==> src/rtl/psfg_map.svh <==
`ifndef PSFG_MAP_SVH
`define PSFG_MAP_SVH
// pipeline register widths
`define PSFG_XLEN           32
`define PSFG_PLEN           64
// fp stack-top field width and the value that lets a packed store commit
`define PSFG_TOS_W          3
`define PSFG_TOS_CLEAR      3'h0
// reset value of the fp data operand pointer
`define PSFG_FDP_RST        32'h00000000
// self-test result: passing code and the bit software masks, which the gate never sets
`define PSFG_BUILTIN_SELF_TEST_PASS      32'h00000000
`define PSFG_BUILTIN_SELF_TEST_STUCK_BIT 6
// sign-extension boundary for the packed doubleword copy
`define PSFG_LOW_HALF_W     16
`endif

==> src/rtl/psfg_pkg.sv <==
package psfg_pkg;
  // outcome of the fault gate for one packed store
  typedef enum logic [2:0]
  {
    PSFG_RES_NONE,
    PSFG_RES_COMMIT,
    PSFG_RES_INVALID_OP,
    PSFG_RES_DEV_UNAVAIL,
    PSFG_RES_FP_EXC,
    PSFG_RES_TOS_ASSIST
  } psfg_res_t;
  // gate state machine states
  typedef enum logic [1:0]
  {
    PSFG_IDLE,
    PSFG_CHECK,
    PSFG_ASSIST
  } psfg_state_t;
endpackage

==> src/rtl/psfg_call_addr.sv <==
`timescale 1ns/100ps
`include "psfg_map.svh"
// near-call target formation with stack pointer as base
module psfg_call_addr
(
  // clock and reset
  input  wire logic                    clock,
  input  wire logic                    rst,
  // call request
  input  wire logic                    call_valid,
  input  wire logic                    call_sp_base,
  input  wire logic [`PSFG_XLEN-1:0]   call_base_reg,
  input  wire logic [`PSFG_XLEN-1:0]   call_disp,
  input  wire logic [`PSFG_XLEN-1:0]   stack_pointer_register,
  // target result
  output logic                         target_valid,
  output logic [`PSFG_XLEN-1:0]        target_addr
);
  // registered result
  logic                  tv_r;
  logic                  tv_nxt;
  logic [`PSFG_XLEN-1:0] ta_r;
  logic [`PSFG_XLEN-1:0] ta_nxt;

  // stack_pointer_register is the value before the call pushes anything
  always_comb
  begin
    tv_nxt = call_valid;
    ta_nxt = ta_r;
    if (call_valid)
    begin
      if (call_sp_base)
      begin
        ta_nxt = stack_pointer_register + call_disp; // RQ13
      end
      else
      begin
        ta_nxt = call_base_reg + call_disp;
      end
    end
  end

  // register the result
  always_ff @(posedge clock)
  begin
    if (rst)
    begin
      tv_r <= 1'b0;
      ta_r <= 32'h00000000;
    end
    else
    begin
      tv_r <= tv_nxt;
      ta_r <= ta_nxt;
    end
  end

  assign target_valid = tv_r;
  assign target_addr  = ta_r;

  // the target uses the pre-call stack pointer
  a_call_sp_base : assert property (@(posedge clock) disable iff (rst)
    (call_valid && call_sp_base) |=>
    target_addr == $past(stack_pointer_register) + $past(call_disp)) // RQ13
    else $error("sp-based call used wrong base");
endmodule

==> src/rtl/psfg_gate.sv <==
// Function
// (RQ1) faulting store never changes memory state
// (RQ2) emulation flag raises invalid opcode, no write
// (RQ3) nonzero stack top runs clearing assist first
// (RQ4) pending unmasked fp exception signalled before write
// (RQ5) task switched flag raises device unavailable
// (RQ6) restart after assist and device unavailable
// (RQ7) reset clears fp data operand pointer
// (RQ8) software masks self-test bit six
// (RQ9) passing self-test reports all-zero result
// (RQ10) agents judge memory type by transaction
// (RQ11) snoop miss skips parity, no machine check
// (RQ12) doubleword copy keeps upper bits zero
// (RQ13) sp-based near call uses pre-call sp
// (RQ14) hold commit until all checks resolve
`timescale 1ns/100ps
`include "psfg_map.svh"
module psfg_gate
#(
  parameter int PW = `PSFG_PLEN
)
(
  // clock and reset
  input  wire logic                       clock,
  input  wire logic                       rst,
  // architectural state from the pipeline
  input  wire logic                       emulation_flag,
  input  wire logic                       task_switched_flag,
  input  wire logic [`PSFG_TOS_W-1:0]     fp_stack_top,
  input  wire logic                       fp_exc_pending,
  input  wire logic                       checks_resolved,
  // packed store request from the pipeline
  input  wire logic                       st_req,
  input  wire logic                       st_quad,
  input  wire logic [`PSFG_XLEN-1:0]      st_addr,
  input  wire logic [PW-1:0]              st_data,
  // packed store outcome to the pipeline
  output logic                            st_busy,
  output logic                            st_done,
  output psfg_pkg::psfg_res_t             st_result,
  output logic                            st_restart,
  output logic                            tos_assist_req,
  input  wire logic                       tos_assist_done,
  // memory write port
  output logic                            mem_wr,
  output logic [`PSFG_XLEN-1:0]           mem_addr,
  output logic [PW-1:0]                   mem_data,
  output logic [PW/8-1:0]                 mem_be,
  // packed doubleword move from a general register
  input  wire logic                       packed_move_doubleword_valid,
  input  wire logic [`PSFG_XLEN-1:0]      packed_move_doubleword_src,
  output logic [PW-1:0]                   packed_move_doubleword_dst,
  // fp data operand pointer
  input  wire logic                       fdp_load,
  input  wire logic [`PSFG_XLEN-1:0]      fdp_value,
  output logic [`PSFG_XLEN-1:0]           fp_data_ptr,
  // self-test
  input  wire logic                       builtin_self_test_run,
  input  wire logic                       builtin_self_test_fail,
  output logic [`PSFG_XLEN-1:0]           accumulator_register,
  // snoop parity
  input  wire logic                       snoop_valid,
  input  wire logic                       snoop_hit,
  input  wire logic [PW-1:0]              snoop_data,
  input  wire logic                       snoop_parity,
  output logic                            machine_check_fault,
  // near-call addressing
  input  wire logic                       call_valid,
  input  wire logic                       call_sp_base,
  input  wire logic [`PSFG_XLEN-1:0]      call_base_reg,
  input  wire logic [`PSFG_XLEN-1:0]      call_disp,
  input  wire logic [`PSFG_XLEN-1:0]      stack_pointer_register,
  output logic                            target_valid,
  output logic [`PSFG_XLEN-1:0]           target_addr
);
  // all state of the gate
  typedef struct packed
  {
    psfg_pkg::psfg_state_t  st;       // gate state
    logic                   quad;     // held store width
    logic [`PSFG_XLEN-1:0]  addr;     // held store address
    logic [PW-1:0]          data;     // held store data
    logic                   wr;       // memory write strobe
    logic [PW/8-1:0]        be;       // byte enables of the write
    logic                   done;     // outcome pulse
    psfg_pkg::psfg_res_t    res;      // outcome code
    logic                   restart;  // restart request with outcome
    logic [PW-1:0]          packed_move_doubleword;     // packed register result
    logic [`PSFG_XLEN-1:0]  fdp;      // fp data operand pointer
    logic [`PSFG_XLEN-1:0]  builtin_self_test;     // self-test result
  } psfg_state_s_t;

  psfg_state_s_t s_r;
  psfg_state_s_t s_nxt;

  // any blocking condition for a packed store
  function automatic logic psfg_blocked(input logic em, input logic ts,
                                        input logic [`PSFG_TOS_W-1:0] tos,
                                        input logic fpx);
    psfg_blocked = em || ts || (tos != `PSFG_TOS_CLEAR) || fpx;
  endfunction

  // next-state logic
  always_comb
  begin
    s_nxt         = s_r;
    s_nxt.wr      = 1'b0;
    s_nxt.done    = 1'b0;
    s_nxt.restart = 1'b0;
    s_nxt.res     = psfg_pkg::PSFG_RES_NONE;
    case (s_r.st)
      // take a new store
      psfg_pkg::PSFG_IDLE:
      begin
        if (st_req)
        begin
          s_nxt.st   = psfg_pkg::PSFG_CHECK;
          s_nxt.quad = st_quad;
          s_nxt.addr = st_addr;
          s_nxt.data = st_data;
        end
      end
      // wait for checks, then fault, assist or commit
      psfg_pkg::PSFG_CHECK:
      begin
        if (checks_resolved) // RQ14
        begin
          s_nxt.done = 1'b1;
          s_nxt.st   = psfg_pkg::PSFG_IDLE;
          if (emulation_flag)
          begin
            s_nxt.res = psfg_pkg::PSFG_RES_INVALID_OP; // RQ2
          end
          else if (task_switched_flag)
          begin
            s_nxt.res     = psfg_pkg::PSFG_RES_DEV_UNAVAIL; // RQ5
            s_nxt.restart = 1'b1; // RQ6
          end
          else if (fp_stack_top != `PSFG_TOS_CLEAR)
          begin
            s_nxt.done = 1'b0;
            s_nxt.st   = psfg_pkg::PSFG_ASSIST; // RQ3
          end
          else if (fp_exc_pending)
          begin
            s_nxt.res = psfg_pkg::PSFG_RES_FP_EXC; // RQ4
          end
          else
          begin
            // only an unblocked store reaches memory
            s_nxt.wr  = 1'b1; // RQ1
            s_nxt.be  = s_r.quad ? 8'hFF : 8'h0F;
            s_nxt.res = psfg_pkg::PSFG_RES_COMMIT;
          end
        end
      end
      // stack-top assist runs, then the store is restarted
      psfg_pkg::PSFG_ASSIST:
      begin
        if (tos_assist_done)
        begin
          s_nxt.done    = 1'b1;
          s_nxt.res     = psfg_pkg::PSFG_RES_TOS_ASSIST;
          s_nxt.restart = 1'b1; // RQ6
          s_nxt.st      = psfg_pkg::PSFG_IDLE;
        end
      end
      default:
      begin
        s_nxt.st = psfg_pkg::PSFG_IDLE;
      end
    endcase
    // doubleword copy zero-extends, the upper half never takes the sign
    if (packed_move_doubleword_valid)
    begin
      s_nxt.packed_move_doubleword = {{(PW-`PSFG_XLEN){1'b0}}, packed_move_doubleword_src}; // RQ12
    end
    // fp data operand pointer load
    if (fdp_load)
    begin
      s_nxt.fdp = fdp_value;
    end
    // self-test: pass gives all zeros, bit 6 is not forced
    if (builtin_self_test_run)
    begin
      s_nxt.builtin_self_test = builtin_self_test_fail ? 32'h00000001 : `PSFG_BUILTIN_SELF_TEST_PASS; // RQ9
    end
  end

  // state register
  always_ff @(posedge clock)
  begin
    if (rst)
    begin
      s_r      <= '0;
      s_r.st   <= psfg_pkg::PSFG_IDLE;
      s_r.fdp  <= `PSFG_FDP_RST; // RQ7
      s_r.builtin_self_test <= `PSFG_BUILTIN_SELF_TEST_PASS;
    end
    else
    begin
      s_r <= s_nxt;
    end
  end

  // outputs
  assign st_busy              = (s_r.st != psfg_pkg::PSFG_IDLE);
  assign st_done              = s_r.done;
  assign st_result            = s_r.res;
  assign st_restart           = s_r.restart;
  assign tos_assist_req       = (s_r.st == psfg_pkg::PSFG_ASSIST);
  assign mem_wr               = s_r.wr;
  assign mem_addr             = s_r.addr;
  assign mem_data             = s_r.data;
  assign mem_be               = s_r.be;
  assign packed_move_doubleword_dst             = s_r.packed_move_doubleword;
  assign fp_data_ptr          = s_r.fdp;
  assign accumulator_register = s_r.builtin_self_test;

  // snoop parity checker
  psfg_snoop_parity #(.DW(PW)) u_snoop
  (
    .clock               (clock),
    .rst                 (rst),
    .snoop_valid         (snoop_valid),
    .snoop_hit           (snoop_hit),
    .snoop_data          (snoop_data),
    .snoop_parity        (snoop_parity),
    .machine_check_fault (machine_check_fault)
  );

  // near-call target former
  psfg_call_addr u_call
  (
    .clock                  (clock),
    .rst                    (rst),
    .call_valid             (call_valid),
    .call_sp_base           (call_sp_base),
    .call_base_reg          (call_base_reg),
    .call_disp              (call_disp),
    .stack_pointer_register (stack_pointer_register),
    .target_valid           (target_valid),
    .target_addr            (target_addr)
  );

  // no write while any blocking condition holds at commit time
  a_no_faulted_write : assert property (@(posedge clock) disable iff (rst)
    (s_r.st == psfg_pkg::PSFG_CHECK && checks_resolved &&
     psfg_blocked(emulation_flag, task_switched_flag, fp_stack_top, fp_exc_pending))
    |=> !mem_wr) // RQ1
    else $error("blocked packed store reached memory");
  a_emu_invalid_op : assert property (@(posedge clock) disable iff (rst)
    (s_r.st == psfg_pkg::PSFG_CHECK && checks_resolved && emulation_flag)
    |=> st_done && st_result == psfg_pkg::PSFG_RES_INVALID_OP && !st_restart) // RQ2
    else $error("emulation flag did not raise invalid opcode");
  a_tos_assist : assert property (@(posedge clock) disable iff (rst)
    (s_r.st == psfg_pkg::PSFG_CHECK && checks_resolved && !emulation_flag &&
     !task_switched_flag && fp_stack_top != `PSFG_TOS_CLEAR)
    |=> tos_assist_req && !mem_wr) // RQ3
    else $error("stack-top assist not entered");
  a_fp_exc_first : assert property (@(posedge clock) disable iff (rst)
    (s_r.st == psfg_pkg::PSFG_CHECK && checks_resolved && !emulation_flag &&
     !task_switched_flag && fp_stack_top == `PSFG_TOS_CLEAR && fp_exc_pending)
    |=> st_result == psfg_pkg::PSFG_RES_FP_EXC) // RQ4
    else $error("pending fp exception not signalled");
  a_ts_dev_unavail : assert property (@(posedge clock) disable iff (rst)
    (s_r.st == psfg_pkg::PSFG_CHECK && checks_resolved && !emulation_flag &&
     task_switched_flag)
    |=> st_result == psfg_pkg::PSFG_RES_DEV_UNAVAIL && st_restart) // RQ5
    else $error("task switched flag did not fault");
  a_assist_restart : assert property (@(posedge clock) disable iff (rst)
    (tos_assist_req && tos_assist_done) |=> st_restart && st_done) // RQ6
    else $error("no restart after assist");
  a_fdp_reset : assert property (@(posedge clock)
    $past(rst) |-> fp_data_ptr == `PSFG_FDP_RST) // RQ7
    else $error("fp data pointer not cleared by reset");
  a_builtin_self_test_pass_zero : assert property (@(posedge clock) disable iff (rst)
    (builtin_self_test_run && !builtin_self_test_fail)
    |=> accumulator_register == `PSFG_BUILTIN_SELF_TEST_PASS) // RQ9
    else $error("passing self-test not zero");
  a_packed_move_doubleword_upper_zero : assert property (@(posedge clock) disable iff (rst)
    packed_move_doubleword_valid |=> packed_move_doubleword_dst[`PSFG_XLEN-1:`PSFG_LOW_HALF_W] == 16'h0000 ||
                   $past(packed_move_doubleword_src[`PSFG_XLEN-1:`PSFG_LOW_HALF_W]) != 16'h0000) // RQ12
    else $error("doubleword copy replicated the sign");
  a_hold_commit : assert property (@(posedge clock) disable iff (rst)
    (s_r.st == psfg_pkg::PSFG_CHECK && !checks_resolved) |=> !mem_wr && st_busy) // RQ14
    else $error("commit before checks resolved");
endmodule

==> src/rtl/psfg_snoop_parity.sv <==
`timescale 1ns/100ps
`include "psfg_map.svh"
// parity check on snoop data, only where lines are driven by a hit
module psfg_snoop_parity
#(
  parameter int DW = 64
)
(
  // clock and reset
  input  wire logic          clock,
  input  wire logic          rst,
  // snoop side
  input  wire logic          snoop_valid,
  input  wire logic          snoop_hit,
  input  wire logic [DW-1:0] snoop_data,
  input  wire logic          snoop_parity,
  // fault output
  output logic               machine_check_fault
);
  // registered fault flag
  logic mcf_r;
  logic mcf_nxt;

  // a miss leaves data lines undriven, so parity is looked at only on a hit
  always_comb
  begin
    mcf_nxt = 1'b0;
    if (snoop_valid && snoop_hit)
    begin
      mcf_nxt = (^snoop_data) != snoop_parity; // RQ11
    end
  end

  // register the fault
  always_ff @(posedge clock)
  begin
    if (rst)
    begin
      mcf_r <= 1'b0;
    end
    else
    begin
      mcf_r <= mcf_nxt;
    end
  end

  assign machine_check_fault = mcf_r;

  // a snoop miss never leads to a fault
  a_snoop_miss_quiet : assert property (@(posedge clock) disable iff (rst)
    (snoop_valid && !snoop_hit) |=> !machine_check_fault) // RQ11
    else $error("snoop miss raised a machine check");
endmodule

==> config.mk <==
export PLATFORM = sky130hd
export DESIGN_NAME = psfg_gate
export DESIGN_NICKNAME = d
export VERILOG_FILES = /design/src/rtl/psfg_pkg.sv /design/src/rtl/psfg_call_addr.sv /design/src/rtl/psfg_gate.sv /design/src/rtl/psfg_snoop_parity.sv
export VERILOG_INCLUDE_DIRS = /design/src /design/src/rtl
export SDC_FILE = /design/constraint.sdc
export NUM_CORES = 1
export LEC_CHECK = 0
export ABC_AREA = 1
export BUFFER_PORTS_ARGS = -buffer_cell sky130_fd_sc_hd__buf_2
export CAP_MARGIN = 20
export CORE_AREA = 4 4 238 240
export CTS_CLUSTER_DIAMETER = 120
export DETAILED_ROUTE_END_ITERATION = 10
export DIE_AREA = 0 0 242 244
export GPL_ROUTABILITY_DRIVEN = 0
export PLACE_DENSITY = 0.58
export SYNTH_ARGS = -nofsm -noshare
export SYNTH_HDL_FRONTEND = slang
export SYNTH_SLANG_ARGS = --single-unit
==> constraint.sdc <==
create_clock -name clock -period 2.7 [get_ports clock]
set_input_delay 0.135 -clock clock [delete_from_list [all_inputs] [get_ports clock]]
set_output_delay 0.135 -clock clock [all_outputs]
set_load 0.01 [all_outputs]
; ---- Word-level counts from Yosys, hierarchy flattened
; Index checks and enable logic that the tools add are counted.
[word_totals]
regBits = 243
in_bits = 341
out_inout_bits = 274
wordCells = 63
[classes]
addsub = 2
eq_ne = 6
n_mux = 23
bitwise = 7
n_reduce_logical = 10
[ops]
columns = cell, n
row1 = $mux 99, 1
row2 = $add 32x32->32, 2
row3 = $reduce_xor 64->1, 1
row4 = $mux 32, 1
row5 = $mux 3, 4
row6 = $mux 2, 5
row7 = $mux 5, 2
row8 = $pmux 5 s2, 1
row9 = $mux 9, 1
row10 = $mux 8, 1
row11 = $not 1->1, 7
row12 = $mux 1, 6
row13 = $pmux 2 s3, 1
row14 = $reduce_and 6->1, 1
row15 = $reduce_or 6->1, 1
row16 = $ne 2x2->1 const B, 2
row17 = $reduce_and 3->1, 1
row18 = $reduce_bool 3->1, 1
row19 = $eq 2x1->1 const B, 1
row20 = $eq 2x2->1 const B, 1
row21 = $logic_not 2->1, 1
row22 = $ne 2x1->1 const B, 1
row23 = $reduce_and 2->1, 1
row24 = $reduce_bool 2->1, 1
row25 = 3 further kinds, 3

; ---- Longest topological paths before layout
; Gate-level depths: netlist of run 1.
[logic_depth]
depth_word = 6
mapped_depth = 16
depth_no_buf = 15

; ---- Cells and area by module
; A second synthesis of run 1 with hierarchy kept.
[unflattened]
hier_cells = 1985
hier_area_um2 = 13177.6
[by_module_without_submodules]
columns = mod, instances, cells_per_inst, area_per_inst_um2, seq_area_each_um2
row1 = psfg_gate, 1, 1003, 7836.3, 3443.3
row2 = psfg_call_addr, 1, 692, 3991.3, 660.6
row3 = psfg_snoop_parity, 1, 290, 1350.0, 20.0

; ---- Worst setup path after synthesis of run 1
; Ideal clock, no wire load.
[synth_timing]
kind = input to register
startpoint = input port call_sp_base
endpoint = register u_call.ta_r[22], in the netlist u_call.target_addr[22]
setup_time_ps = 113
t_arrival_ps = 2172
t_required_ps = 2587
path_slack_ps = 415
cell_stages = 14
n_path_buf = 2
cell_sequence = clkbuf_1 -> buf_2 -> mux2_2 -> fa_1 -> nand3_1 -> nand2_1 -> a21oi_1 -> o21ai_2 -> nand2_1 -> nand2_1 -> nand2_1 -> nand2_1 -> o21ai_1 -> inv_1
[synth_via]
elab_chain_len = 1
[synth_lines]
columns = element, line_no
row1 = start: declaration, psfg_gate.sv:69  ; input wire logic call_sp_base,
row2 = $mux 32, psfg_call_addr.sv:32  ; if (call_sp_base)
row3 = end signal: assignment, psfg_call_addr.sv:54  ; ta_r <= ta_nxt;
row4 = end: declaration, psfg_call_addr.sv:22  ; logic [`PSFG_XLEN-1:0] ta_r;
; Every way passes these cells.
; A chain may end at the register's enable or synchronous reset.

; ---- Worst setup path in the final report of run 1
[layout_timing]
startpoint = input port call_disp[0]
endpoint = register u_call.ta_r[22], in the netlist u_call.target_addr[22]
[layout_via]
elab_chain_len = 2
word_cells_on_any_way = 3
cone_classes = add/sub (2) / mux (1)
[layout_lines]
columns = element, line_no
row1 = start: declaration, psfg_gate.sv:71  ; input wire logic [`PSFG_XLEN-1:0] call_disp,
row2 = $add 32x32->32 (on tied branches), "psfg_call_addr.sv:38, psfg_call_addr.sv:34"
row3 = $mux 32 (*), psfg_call_addr.sv:32
; Every way passes the cells marked *; elsewhere a longest branch is shown, timed or not.

==> results of run 1 <==
-- power by group through the flow --
stage / logic, W / clock network, W / registers, W
global placement: 0.00253 / 0 / 0.00358
finish: 0.00275 / 0.00338 / 0.00353
CTS: 0.00276 / 0.00352 / 0.00352
floorplan: 0.00187 / 0 / 0.00357
detailed placement: 0.00253 / 0 / 0.00359
global route: 0.00307 / 0.00363 / 0.00356
-- worst max-delay path by stage --
stage / slack (ns) / end / cells past startpoint / startpoint
6_report: 0.65 / u_call.target_addr[22] / 14 / call_disp[0]
5_1_grt: 0.51 / u_call.target_addr[22] / 14 / call_disp[0]
4_1_cts: 0.69 / u_call.target_addr[22] / 14 / call_disp[0]
3_5_place_dp: 0.21 / u_call.target_addr[31] / 14 / call_sp_base
3_3_place_gp: 0.20 / u_call.target_addr[27] / 12 / call_sp_base
2_1_floorplan: 0.42 / u_call.target_addr[22] / 14 / call_sp_base
-- Yosys cell counts --
library cell | instances | share of area (%)
o22ai_1 | 1 | 0.050
clkbuf_1 | 53 | 1.6
nand3b_1 | 3 | 0.18
buf_12 | 1 | 0.16
inv_2 | 1 | 0.030
ha_1 | 34 | 3.4
clkinv_1 | 1 | 0.030
xnor2_1 | 15 | 1.0
o21ai_1 | 9 | 0.36
o21ai_0 | 199 | 7.9
o311ai_0 | 1 | 0.070
a21o_1 | 5 | 0.30
nor4_1 | 3 | 0.15
a21o_2 | 1 | 0.070
nor3_1 | 8 | 0.32
buf_6 | 2 | 0.18
nor2_1 | 428 | 13
buf_2 | 8 | 0.32
nand4_1 | 2 | 0.10
nand3_1 | 40 | 1.6
nor3_2 | 1 | 0.080
inv_1 | 112 | 3.4
a31oi_1 | 3 | 0.15
dfxtp_1 | 206 | 33
o21a_1 | 4 | 0.24
o21ai_2 | 1 | 0.070
buf_4 | 235 | 14
nand2_1 | 375 | 11
o211ai_1 | 1 | 0.060
fa_1 | 1 | 0.16
nand2_2 | 6 | 0.30
a21oi_1 | 58 | 2.3
nor2_2 | 2 | 0.10
mux2_2 | 32 | 2.9
xor2_1 | 20 | 1.4
conb_1 | 1 | 0.030
-- final cells by class --
| cell class | instances | area [um^2] |
|---|---|---|
| Antenna cell | 1 | 2.50 |
| Clock buffer | 34 | 711 |
| Clock inverter | 10 | 95.1 |
| Fill cell | 5968 | 37400 |
| Inverter | 114 | 432 |
| Multi-Input combinational cell | 1316 | 6180 |
| Sequential cell | 206 | 4120 |
| Tap cell | 704 | 881 |
| Timing Repair Buffer | 754 | 4800 |
-- per-layer routing --
| layer | part of all wire [%] | vias to the layer above | GRT usage [%] | routed length, um |
|---|---|---|---|---|
| met2 | 49 | 413 | 26.5 | 23000 |
| li1 | - | 6721 | - | - |
| met4 | 3.4 | 4 | 5.21 | 1580 |
| met1 | 41 | 5824 | 17.4 | 19000 |
| met3 | 6.7 | 85 | 3.60 | 3160 |
| met5 | 0.058 | - | 0 | 27 |
-- logic make-up (layout without fill, tap and decap cells) --
family	after synthesis	in the layout	synth area share (%)
simple gates	868	868	26.9
buf+inv	413	912	19.7
compound gates	283	283	11.6
flops	206	206	32.9
fa+ha+maj	35	35	3.55
xor+xnor	35	35	2.44
mux	32	32	2.87
other cells	1	64	0.0299
-- critical path, stage by stage --
cell and delay, ns:
dlygate4sd3_1 0.54, buf_2 0.12, ha_1 0.22, fa_1 0.41
nand3_1 0.12, nand2_1 0.11, a21oi_1 0.28, o21ai_2 0.14
nand2_1 0.08, nand2_1 0.06, nand2_1 0.06, nand2_1 0.04
o21ai_1 0.13, inv_1 0.04
-- what timing repair did --
| item | in CTS | in global routing |
|---|---|---|
| setup buffers | 0 | 0 |
| hold buffers | 181 | 0 |
| endpoints found under the hold margin | 172 | 0 |
-- placed cells by master, fill, tap and decap left out, drive strengths merged, types with 4 or more instances in the layout --
cell,n
nand2,381
o21ai,209
xnor2,15
ha,34
a21o,6
nand3,40
inv,114
xor2,20
mux2,32
dfxtp,206
clkinv,7
dlygate4sd3,181
o21a,4
conb,63
nor3,9
a21oi,58
clkbuf,34
nor2,430
buf,573
-- stage by stage --
stage               setup slack (ns)  cells  instance area [um^2]
floorplan                      0.415   1935                 12800
global placement               0.200   2913                 14600
detailed placement             0.211   2913                 14600
CTS                            0.690   3138                 17200
global route                   0.508   3138                 17200
finish                         0.654   3139                 17200
-- flip-flops by register name, summed over array words and instances (netlist names), 2 cells and up --
signal                      count
s_r                             3
u_call.target_addr             32
mem_data                       64
mem_addr                       32
mem_be                          2
packed_move_doubleword_dst     32
fp_data_ptr                    32
st_result                       3
==> results.ini, run 1 <==
[run_status]
status = finished, final reports clean

[synth]
syn_inst = 1873
ys_seq_area_share_pct = 32.9
yosysUniqueCellTypes = 36
syn_area_per_cell_um2 = 6.69
synth_area_um2 = 12500
ys_ff_latch = 206
yosysWarnings = 0

[critical_path]
r2r_end = mem_data[58]
arrival_ns = 2.50
reg2reg_slack_ns = 0.84
crit_required_ns = 3.15
cp-start-kind = input pin
critPathKind = in -> reg
critPathMaxFanout = 3
r2r-start = s_r[239]
reg2reg_depth = 7
endpoint_kind = register

[sta]
period_share_pct = 75.8
relSlewSlack_pct = 31.3
fmax_mhz = 489
clock-skew-final_ns = 0.00948
hold_slack_ns = 0.0305
fin_setup_tns_ns = 0
min_period_ns = 2.05
hold_viol = 0
setup_viol = 0
rsz0062_at_grt = no
tightestPinTransition_ns = 1.03
slew_violations = 0

[clocking]
cts_made_buffers = 26
h-tree-depth = 1
root_buffer = clkbuf_16
cts_tree = done
cts_num_sinks = 206
clockBufferDepth = 3
worstSkewPairLatency_ns = 0.55
cts_resized = 0
clk_pin_slew_worst_paths_ns = 0.06

[power]
power.switching_w = 0.00321
pwr-share-seq_pct = 36.5
intPower_w = 0.00645
vdd_ir_drop_max_mv = 0.319
p_comb_share_pct = 28.5
p_leak_nw = 9.04
power_frac_clock_pct = 35.0
p_total_w = 0.00966
power_density_nw_per_um2 = 561
swShare_pct = 33.2

[drt]
final_antenna_net_count = 0
wirelength_um = 46800
drt_first_pass_iters = 5
viasPerCell = 4.16
drc = 0
wire_per_inst_um = 14.9
drtIter0Drc = 492
vias = 13047

[place]
port_buffers = 551
dp_hpwl_um = 35700

[min_path]
worst_hold_path_type = in -> reg
hp-start = packed_move_doubleword_valid
hold_end = packed_move_doubleword_dst[28]
holdPathStages = 4

[final_layout]
final_util_pct = 31.5
drive_gt1_share_pct = 27.0
nNetsFinal = 2794
area_delta_synth_final_pct = 37.3

[global_routing]
antenna_found_initial = 2
grt-ovfl-total = 0
grt_pass1_vias = 12849
grtUsageTotal_pct = 14.8
grt_max_degree = 98
grt_pass1_wl_um = 70900

[die]
die_width_um = 242
die_area_um2 = 59000
start_util_pct = 22.9
rows = 86
dieHeight_um = 244
core_um2 = 54700
io_pins = 615

[flow_run]
cap_violations = 0

(Power assumes the default switching activity.)
==> run 2: changes to the inputs <==
Settings changed: ABC_AREA 1 to 0, CORE_AREA 4 4 238 240 to 4 4 237 239, DIE_AREA 0 0 242 244 to 0 0 241 243.
Clock period 2.7 ns to 1.7 ns, I/O delays scaled along.
==> run 2 against run 1 <==
Net effect: the run now ends with negative setup slack left; count of clock-buffer cells in the layout decreased by 1; largest power group is now clock; worst setup slack got worse by 0.99 ns; global-route usage down 1.2 points; clock power rose by 63%; flip-flop and latch count unchanged; die area fell by 0.82%; core utilization is 1.7 points higher; sequential power up 53%; register-to-register slack lost 0.73 ns; worst hold slack better by 0.016 ns; final cell count is 13% lower; area after synthesis fell by 6.5%.
==> results.ini, run 2 <==
[critical_path]
crit_required_ns = 2.14  ; -1.01 ns
reg2reg_slack_ns = 0.11  ; -0.73 ns
r2r-start = s_r[239]
cp-start-kind = input pin
endpoint_kind = register
r2r_end = st_result[0]
critPathMaxFanout = 8  ; +5
reg2reg_depth = 6  ; -1
critPathKind = in -> reg
arrival_ns = 2.47  ; -0.03 ns

[clocking]
cts_tree = done
cts_made_buffers = 25  ; -3.8%
h-tree-depth = 1  ; unchanged
clockBufferDepth = 3  ; unchanged
cts_num_sinks = 206  ; unchanged
worstSkewPairLatency_ns = 0.54  ; about the same
root_buffer = clkbuf_16
clk_pin_slew_worst_paths_ns = 0.07  ; about the same

[drt]
wire_per_inst_um = 16.1  ; +7.8%
drt_first_pass_iters = 5  ; unchanged
final_antenna_net_count = 0  ; unchanged
wirelength_um = 44000  ; -6.0%
drtIter0Drc = 579  ; +18%
viasPerCell = 4.24  ; +1.9%
vias = 11602  ; -11%
drc = 0  ; unchanged

[sta]
fmax_mhz = 492
relSlewSlack_pct = 58.9  ; +28 points
period_share_pct = 120
slew_violations = 0  ; unchanged
setup_viol = 23  ; +23
fin_ws_ns = -0.332  ; -0.986 ns
min_period_ns = 2.03
tightestPinTransition_ns = 0.616  ; -0.413 ns
hold_slack_ns = 0.0468  ; +0.0162 ns
rsz0062_at_grt = yes
hold_viol = 0  ; unchanged
clock-skew-final_ns = 0.0132  ; +0.00377 ns

[synth]
synth-edff-count = 0  ; unchanged
ys_async_sr_fraction_pct = 0  ; unchanged
yosys-top-cells-count = buf_4, nand2_1, dfxtp_1
yosysTopAreaCellShare_pct = 35.2  ; +2.3 points
synth_area_leaders = dfxtp_1, buf_4, nand2_1
synth_area_um2 = 11700  ; -6.5%
yosysWarnings = 0  ; unchanged
yosysUniqueCellTypes = 78  ; +120%
synth_ff_type = dfxtp_1
syn_inst = 1379  ; -26%
synth.largest_area_cell = dfxtp_1
syn_area_per_cell_um2 = 8.50  ; +27%
ys_ff_latch = 206  ; unchanged
ys_seq_area_share_pct = 35.2  ; +2.3 points
yosysMostFrequentCell = buf_4

[global_routing]
antenna_found_initial = 1  ; -1
grt-ovfl-total = 0  ; unchanged
grt_max_degree = 103  ; +5.1%
grt_pass1_wl_um = 64200  ; -9.5%
grt_pass1_vias = 11574  ; -9.9%
use_met3_pct = 2.92  ; -0.68 points
use_met1_pct = 15.6  ; -1.8 points
grtUsageTotal_pct = 13.6  ; -1.2 points
met2_usage_pct = 24.9  ; -1.7 points
grt-busiest-layer = met2

[die]
rows = 85  ; -1.2%
die_area_um2 = 58600  ; -0.82%
io_pins = 615  ; unchanged
dieHeight_um = 243  ; -0.41%
core_um2 = 53800  ; -1.6%
die_width_um = 241  ; -0.41%
start_util_pct = 21.8  ; -1.1 points

[place]
dp_hpwl_um = 33100  ; -7.1%
placed_area_um2 = 14800  ; +1.2%
port_buffers = 551  ; unchanged

[run_status]
status = complete, but fails checks
failed_checks = negative setup slack

[final_layout]
num-fill-cells = 5498  ; -7.9%
final_area_um2 = 17900  ; +3.9%
layout_commonest_cell = buf_2
drive_gt1_share_pct = 41.1  ; +14 points
layout_common_cells = buf_2, nand2_1, dfxtp_1, dlygate4sd3_1, a21oi_1
largest_reg_flops = 64  ; unchanged
area_delta_synth_final_pct = 52.5
multi_input_comb_area_um2 = 6330  ; +2.5%
nNetsFinal = 2400  ; -14%
final_util_pct = 33.2  ; +1.7 points
seq_area_um2 = 4120  ; unchanged

[min_path]
worst_hold_path_type = in -> reg
hp-start = fdp_load
holdPathStages = 3  ; -1
hold_end = fp_data_ptr[18]

[power]
power_density_nw_per_um2 = 863  ; +54%
p_leak_nw = 8.57  ; -5.2%
vdd_ir_drop_max_mv = 0.571  ; +79%

[flow_run]
cap_violations = 0  ; unchanged

run 2: changes by cell type after synthesis, sizes merged, moves of 10 or more:
cell,before,now
a21o,6,29
a21oi,58,135
inv,113,9
mux2i,0,75
nand2,381,224
nand3,40,15
nor2,430,92
o21ai,209,27
or3,0,10
xnor2,15,60
run 2: final cells by class:
class | instances | share of cell area, %
multi-input combinational | 923 | 35.4
timing repair buffer | 857 | 31.7
sequential | 206 | 23.1
tap | 696 | 4.87
clock buffer | 33 | 4.06
clock inverter | 11 | 0.727
inverter | 11 | 0.231
antenna | 1 | 0.0140
run 2: timing repair:
item                                   4_1_cts  5_1_grt
resized for setup                           28       42
hold buffers                               182        1
endpoints found under the hold margin      177        1
gates cloned                                 0        0
setup buffers                                9        5
setup endpoints to repair                   25       28
pin swaps                                   32       36
run 2: routing by layer:
layer  share of wire, %  wire length [um]
met5                  0                 0
met4                3.3              1450
met3                7.6              3350
met2                 50             22000
met1                 39             17300
run 2: worst max-delay path, cell delays in order:
cell and delay [ns]:
buf_12 0.11, buf_12 0.13, mux2_4 0.33, fa_2 0.39
a21o_1 0.16, a21o_2 0.21, a21o_4 0.23, and4_4 0.16
o211ai_1 0.26, a21oi_1 0.12, mux2_2 0.28
run 2: cell families after synthesis:
group | Yosys count | share of synthesized area [%]
compound gates | 247 | 13.5
other cells | 1 | 0.0320
mux | 107 | 9.47
xor+xnor | 76 | 5.79
simple gates | 395 | 14.5
flops | 206 | 35.2
buf+inv | 312 | 17.7
fa+ha+maj | 35 | 3.80
run 2: worst max-delay path by stage:
stage / start / to / cells after the start
3_5_place_dp: call_sp_base / u_call.target_addr[22] / 12
6_report: call_sp_base / u_call.target_addr[28] / 11
3_3_place_gp: call_sp_base / u_call.target_addr[29] / 11
5_1_grt: call_sp_base / u_call.target_addr[28] / 11
2_1_floorplan: call_sp_base / u_call.target_addr[20] / 11
4_1_cts: call_sp_base / u_call.target_addr[28] / 11
run 2: per-stage QoR:
step	TNS, ns	worst slack (ns)	cells	total power [W]
finish	-5.16	-0.332	2738	0.0154
global placement	-22.71	-0.995	2499	0.00941
global route	-6.62	-0.392	2737	0.0162
CTS	-4.83	-0.305	2733	0.0155
detailed placement	-24.23	-1.03	2499	0.00946
floorplan	-15.42	-0.768	1441	0.00818
run 2: power breakdown:
part / switching [W] / leakage [nW] / internal [W] / total [W]
registers: 0.000204 / 1.70 / 0.00519 / 0.00539
clock network: 0.00219 / 0.422 / 0.00331 / 0.00551
logic: 0.00221 / 6.45 / 0.00232 / 0.00453
==> run 3: changes to the inputs <==
Settings changed: PLACE_DENSITY 0.58 to not set, PLACE_DENSITY_LB_ADDON set to 0.15.
==> run 3 against run 2 <==
Net effect: the run still ends with negative setup slack left; sequential power is essentially flat; clock skew about the same; worst hold slack worse by 0.0024 ns; fmax shrank 3.3%; sequential share of layout area is essentially flat; non-clock buffer count is the same; via count shrank 3.1%; first-iteration DRC count shrank 34%; cell area down 0.18%; core utilization is 0.060 points lower.
==> results.ini, run 3 (synthesized netlist as in run 2, its figures left out) <==
[run_status]
status = complete, but fails checks
failed_checks = negative setup slack

[clocking]
cts_num_sinks = 206  ; unchanged
root_buffer = clkbuf_16
cts_made_buffers = 25  ; unchanged
worstSkewPairLatency_ns = 0.54  ; about the same
cts_tree = done
clockBufferDepth = 3  ; unchanged
clk_pin_slew_worst_paths_ns = 0.07  ; about the same
h-tree-depth = 1  ; unchanged

[final_layout]
antenna_cells_inserted = 0  ; -1
largest_reg_flops = 64  ; unchanged
drive_gt1_share_pct = 41.2  ; +0.11 points
area_delta_synth_final_pct = 52.3
layout_commonest_cell = buf_2
final_util_pct = 33.2  ; -0.060 points
layout_common_cells = buf_2, nand2_1, dfxtp_1, dlygate4sd3_1, a21oi_1
nNetsFinal = 2400  ; unchanged

[sta]
hold_viol = 0  ; unchanged
rsz0062_at_grt = yes
setup_viol = 24  ; +4.3%
period_share_pct = 124  ; +4.1 points
fmax_mhz = 476  ; -3.3%
slew_violations = 0  ; unchanged
tightestPinTransition_ns = 0.505  ; -0.111 ns
relSlewSlack_pct = 66.4  ; +7.4 points
fin_ws_ns = -0.402  ; -0.0696 ns
min_period_ns = 2.10  ; +0.0696 ns
clock-skew-final_ns = 0.0136  ; +0.000404 ns

[drt]
viasPerCell = 4.10  ; -3.1%
final_antenna_net_count = 0  ; unchanged
wire_per_inst_um = 16.4  ; +2.0%
drtIter0Drc = 384  ; -34%
wirelength_um = 44900  ; +2.0%
drc = 0  ; unchanged
vias = 11243  ; -3.1%
drt_first_pass_iters = 4  ; -1

[global_routing]
grtUsageTotal_pct = 14.2  ; +0.57 points
grt-ovfl-total = 0  ; unchanged
antenna_found_initial = 0  ; -1
grt_pass1_wl_um = 65900  ; +2.6%
grt_max_degree = 93  ; -9.7%
grt_pass1_vias = 11499  ; -0.65%

[critical_path]
r2r_end = st_result[0]
crit_required_ns = 2.13  ; about the same
critPathKind = in -> reg
critPathMaxFanout = 17  ; +9
reg2reg_depth = 6  ; unchanged
r2r-start = s_r[239]
reg2reg_slack_ns = 0.17  ; +0.06 ns
cp-start-kind = input pin
arrival_ns = 2.53  ; +0.06 ns
endpoint_kind = register

[die]
io_pins = 615  ; unchanged
start_util_pct = 21.8  ; unchanged
core_um2 = 53800  ; unchanged
dieHeight_um = 243  ; unchanged
die_width_um = 241  ; unchanged
die_area_um2 = 58600  ; unchanged
rows = 85  ; unchanged

[power]
power_density_nw_per_um2 = 861  ; -0.17%
p_total_w = 0.0154  ; -0.35%
vdd_ir_drop_max_mv = 0.567  ; -0.81%
p_leak_nw = 8.52  ; -0.59%

[place]
port_buffers = 551  ; unchanged
dp_hpwl_um = 35300  ; +6.6%

[min_path]
hp-start = call_disp[30]
hold_end = u_call.target_addr[31]
holdPathStages = 5  ; +2
worst_hold_path_type = in -> reg

[flow_run]
cap_violations = 0  ; unchanged

-- run 3: changes by cell type in the layout (fill, tap and decap cells not counted), sizes merged, moves of 2 or more --
cell	previous run	this run
buf	675	679
clkinv	6	8
clkinvlp	1	3
dlygate4sd3	182	178
inv	13	10
-- run 3: final cells by class --
type	instances	area (um^2)
Tap cell	696	871
Fill cell	5779	36000
Multi-Input combinational cell	923	6340
Clock buffer	34	709
Timing Repair Buffer	857	5640
Clock inverter	12	125
Inverter	11	41.3
Sequential cell	206	4120
-- run 3: repair_timing --
item                       in CTS  in global routing
setup endpoints to repair      26                 29
resized for setup              36                 25
pin swaps                      21                 21
setup buffers                   6                  6
hold buffers                  178                  0
hold endpoints to repair      179                  0
-- run 3: worst max path at each step --
stage	to	startpoint
CTS	u_call.target_addr[26]	call_sp_base
finish	u_call.target_addr[28]	call_sp_base
global route	u_call.target_addr[29]	call_sp_base
global placement	u_call.target_addr[19]	call_sp_base
floorplan	u_call.target_addr[20]	call_sp_base
detailed placement	u_call.target_addr[19]	call_sp_base
-- run 3: report_power, final --
group	switching, W	total, W	internal (W)	leakage, nW
Combinational	0.00224	0.00456	0.00233	6.42
Sequential	0.000181	0.00537	0.00519	1.70
Clock	0.00222	0.00545	0.00323	0.406
Total	0.00463	0.0154	0.0107	8.52
-- run 3: worst max-delay path, cell delays in order --
cell and delay [ns]:
buf_12 0.10, buf_12 0.16, mux2_2 0.39, ha_4 0.26, a21oi_1 0.29, o21ai_0 0.24
a21o_1 0.26, o211ai_1 0.33, a21oi_1 0.12, mux2_2 0.28
-- run 3: layer usage --
metal  share of wire (%)  track usage, %  up-vias
li1                    -               -     5634
met1                  42            17.4     5202
met2                  49            25.0      338
met3                 6.1            2.84       69
met4                 2.8            4.19        0
met5                   0               0        -
-- run 3: metrics by stage --
stage	TNS [ns]	worst slack (ns)	instance area (um^2)	hold slack [ns]	instances
finish	-5.74	-0.402	17900	0.0444	2739
global placement	-24.55	-1.19	14800	0.323	2506
floorplan	-15.42	-0.768	12300	0.212	1441
detailed placement	-25.23	-1.15	14800	0.330	2506
CTS	-5.20	-0.345	17700	0.00106	2736
global route	-7.66	-0.441	17900	0.0462	2739
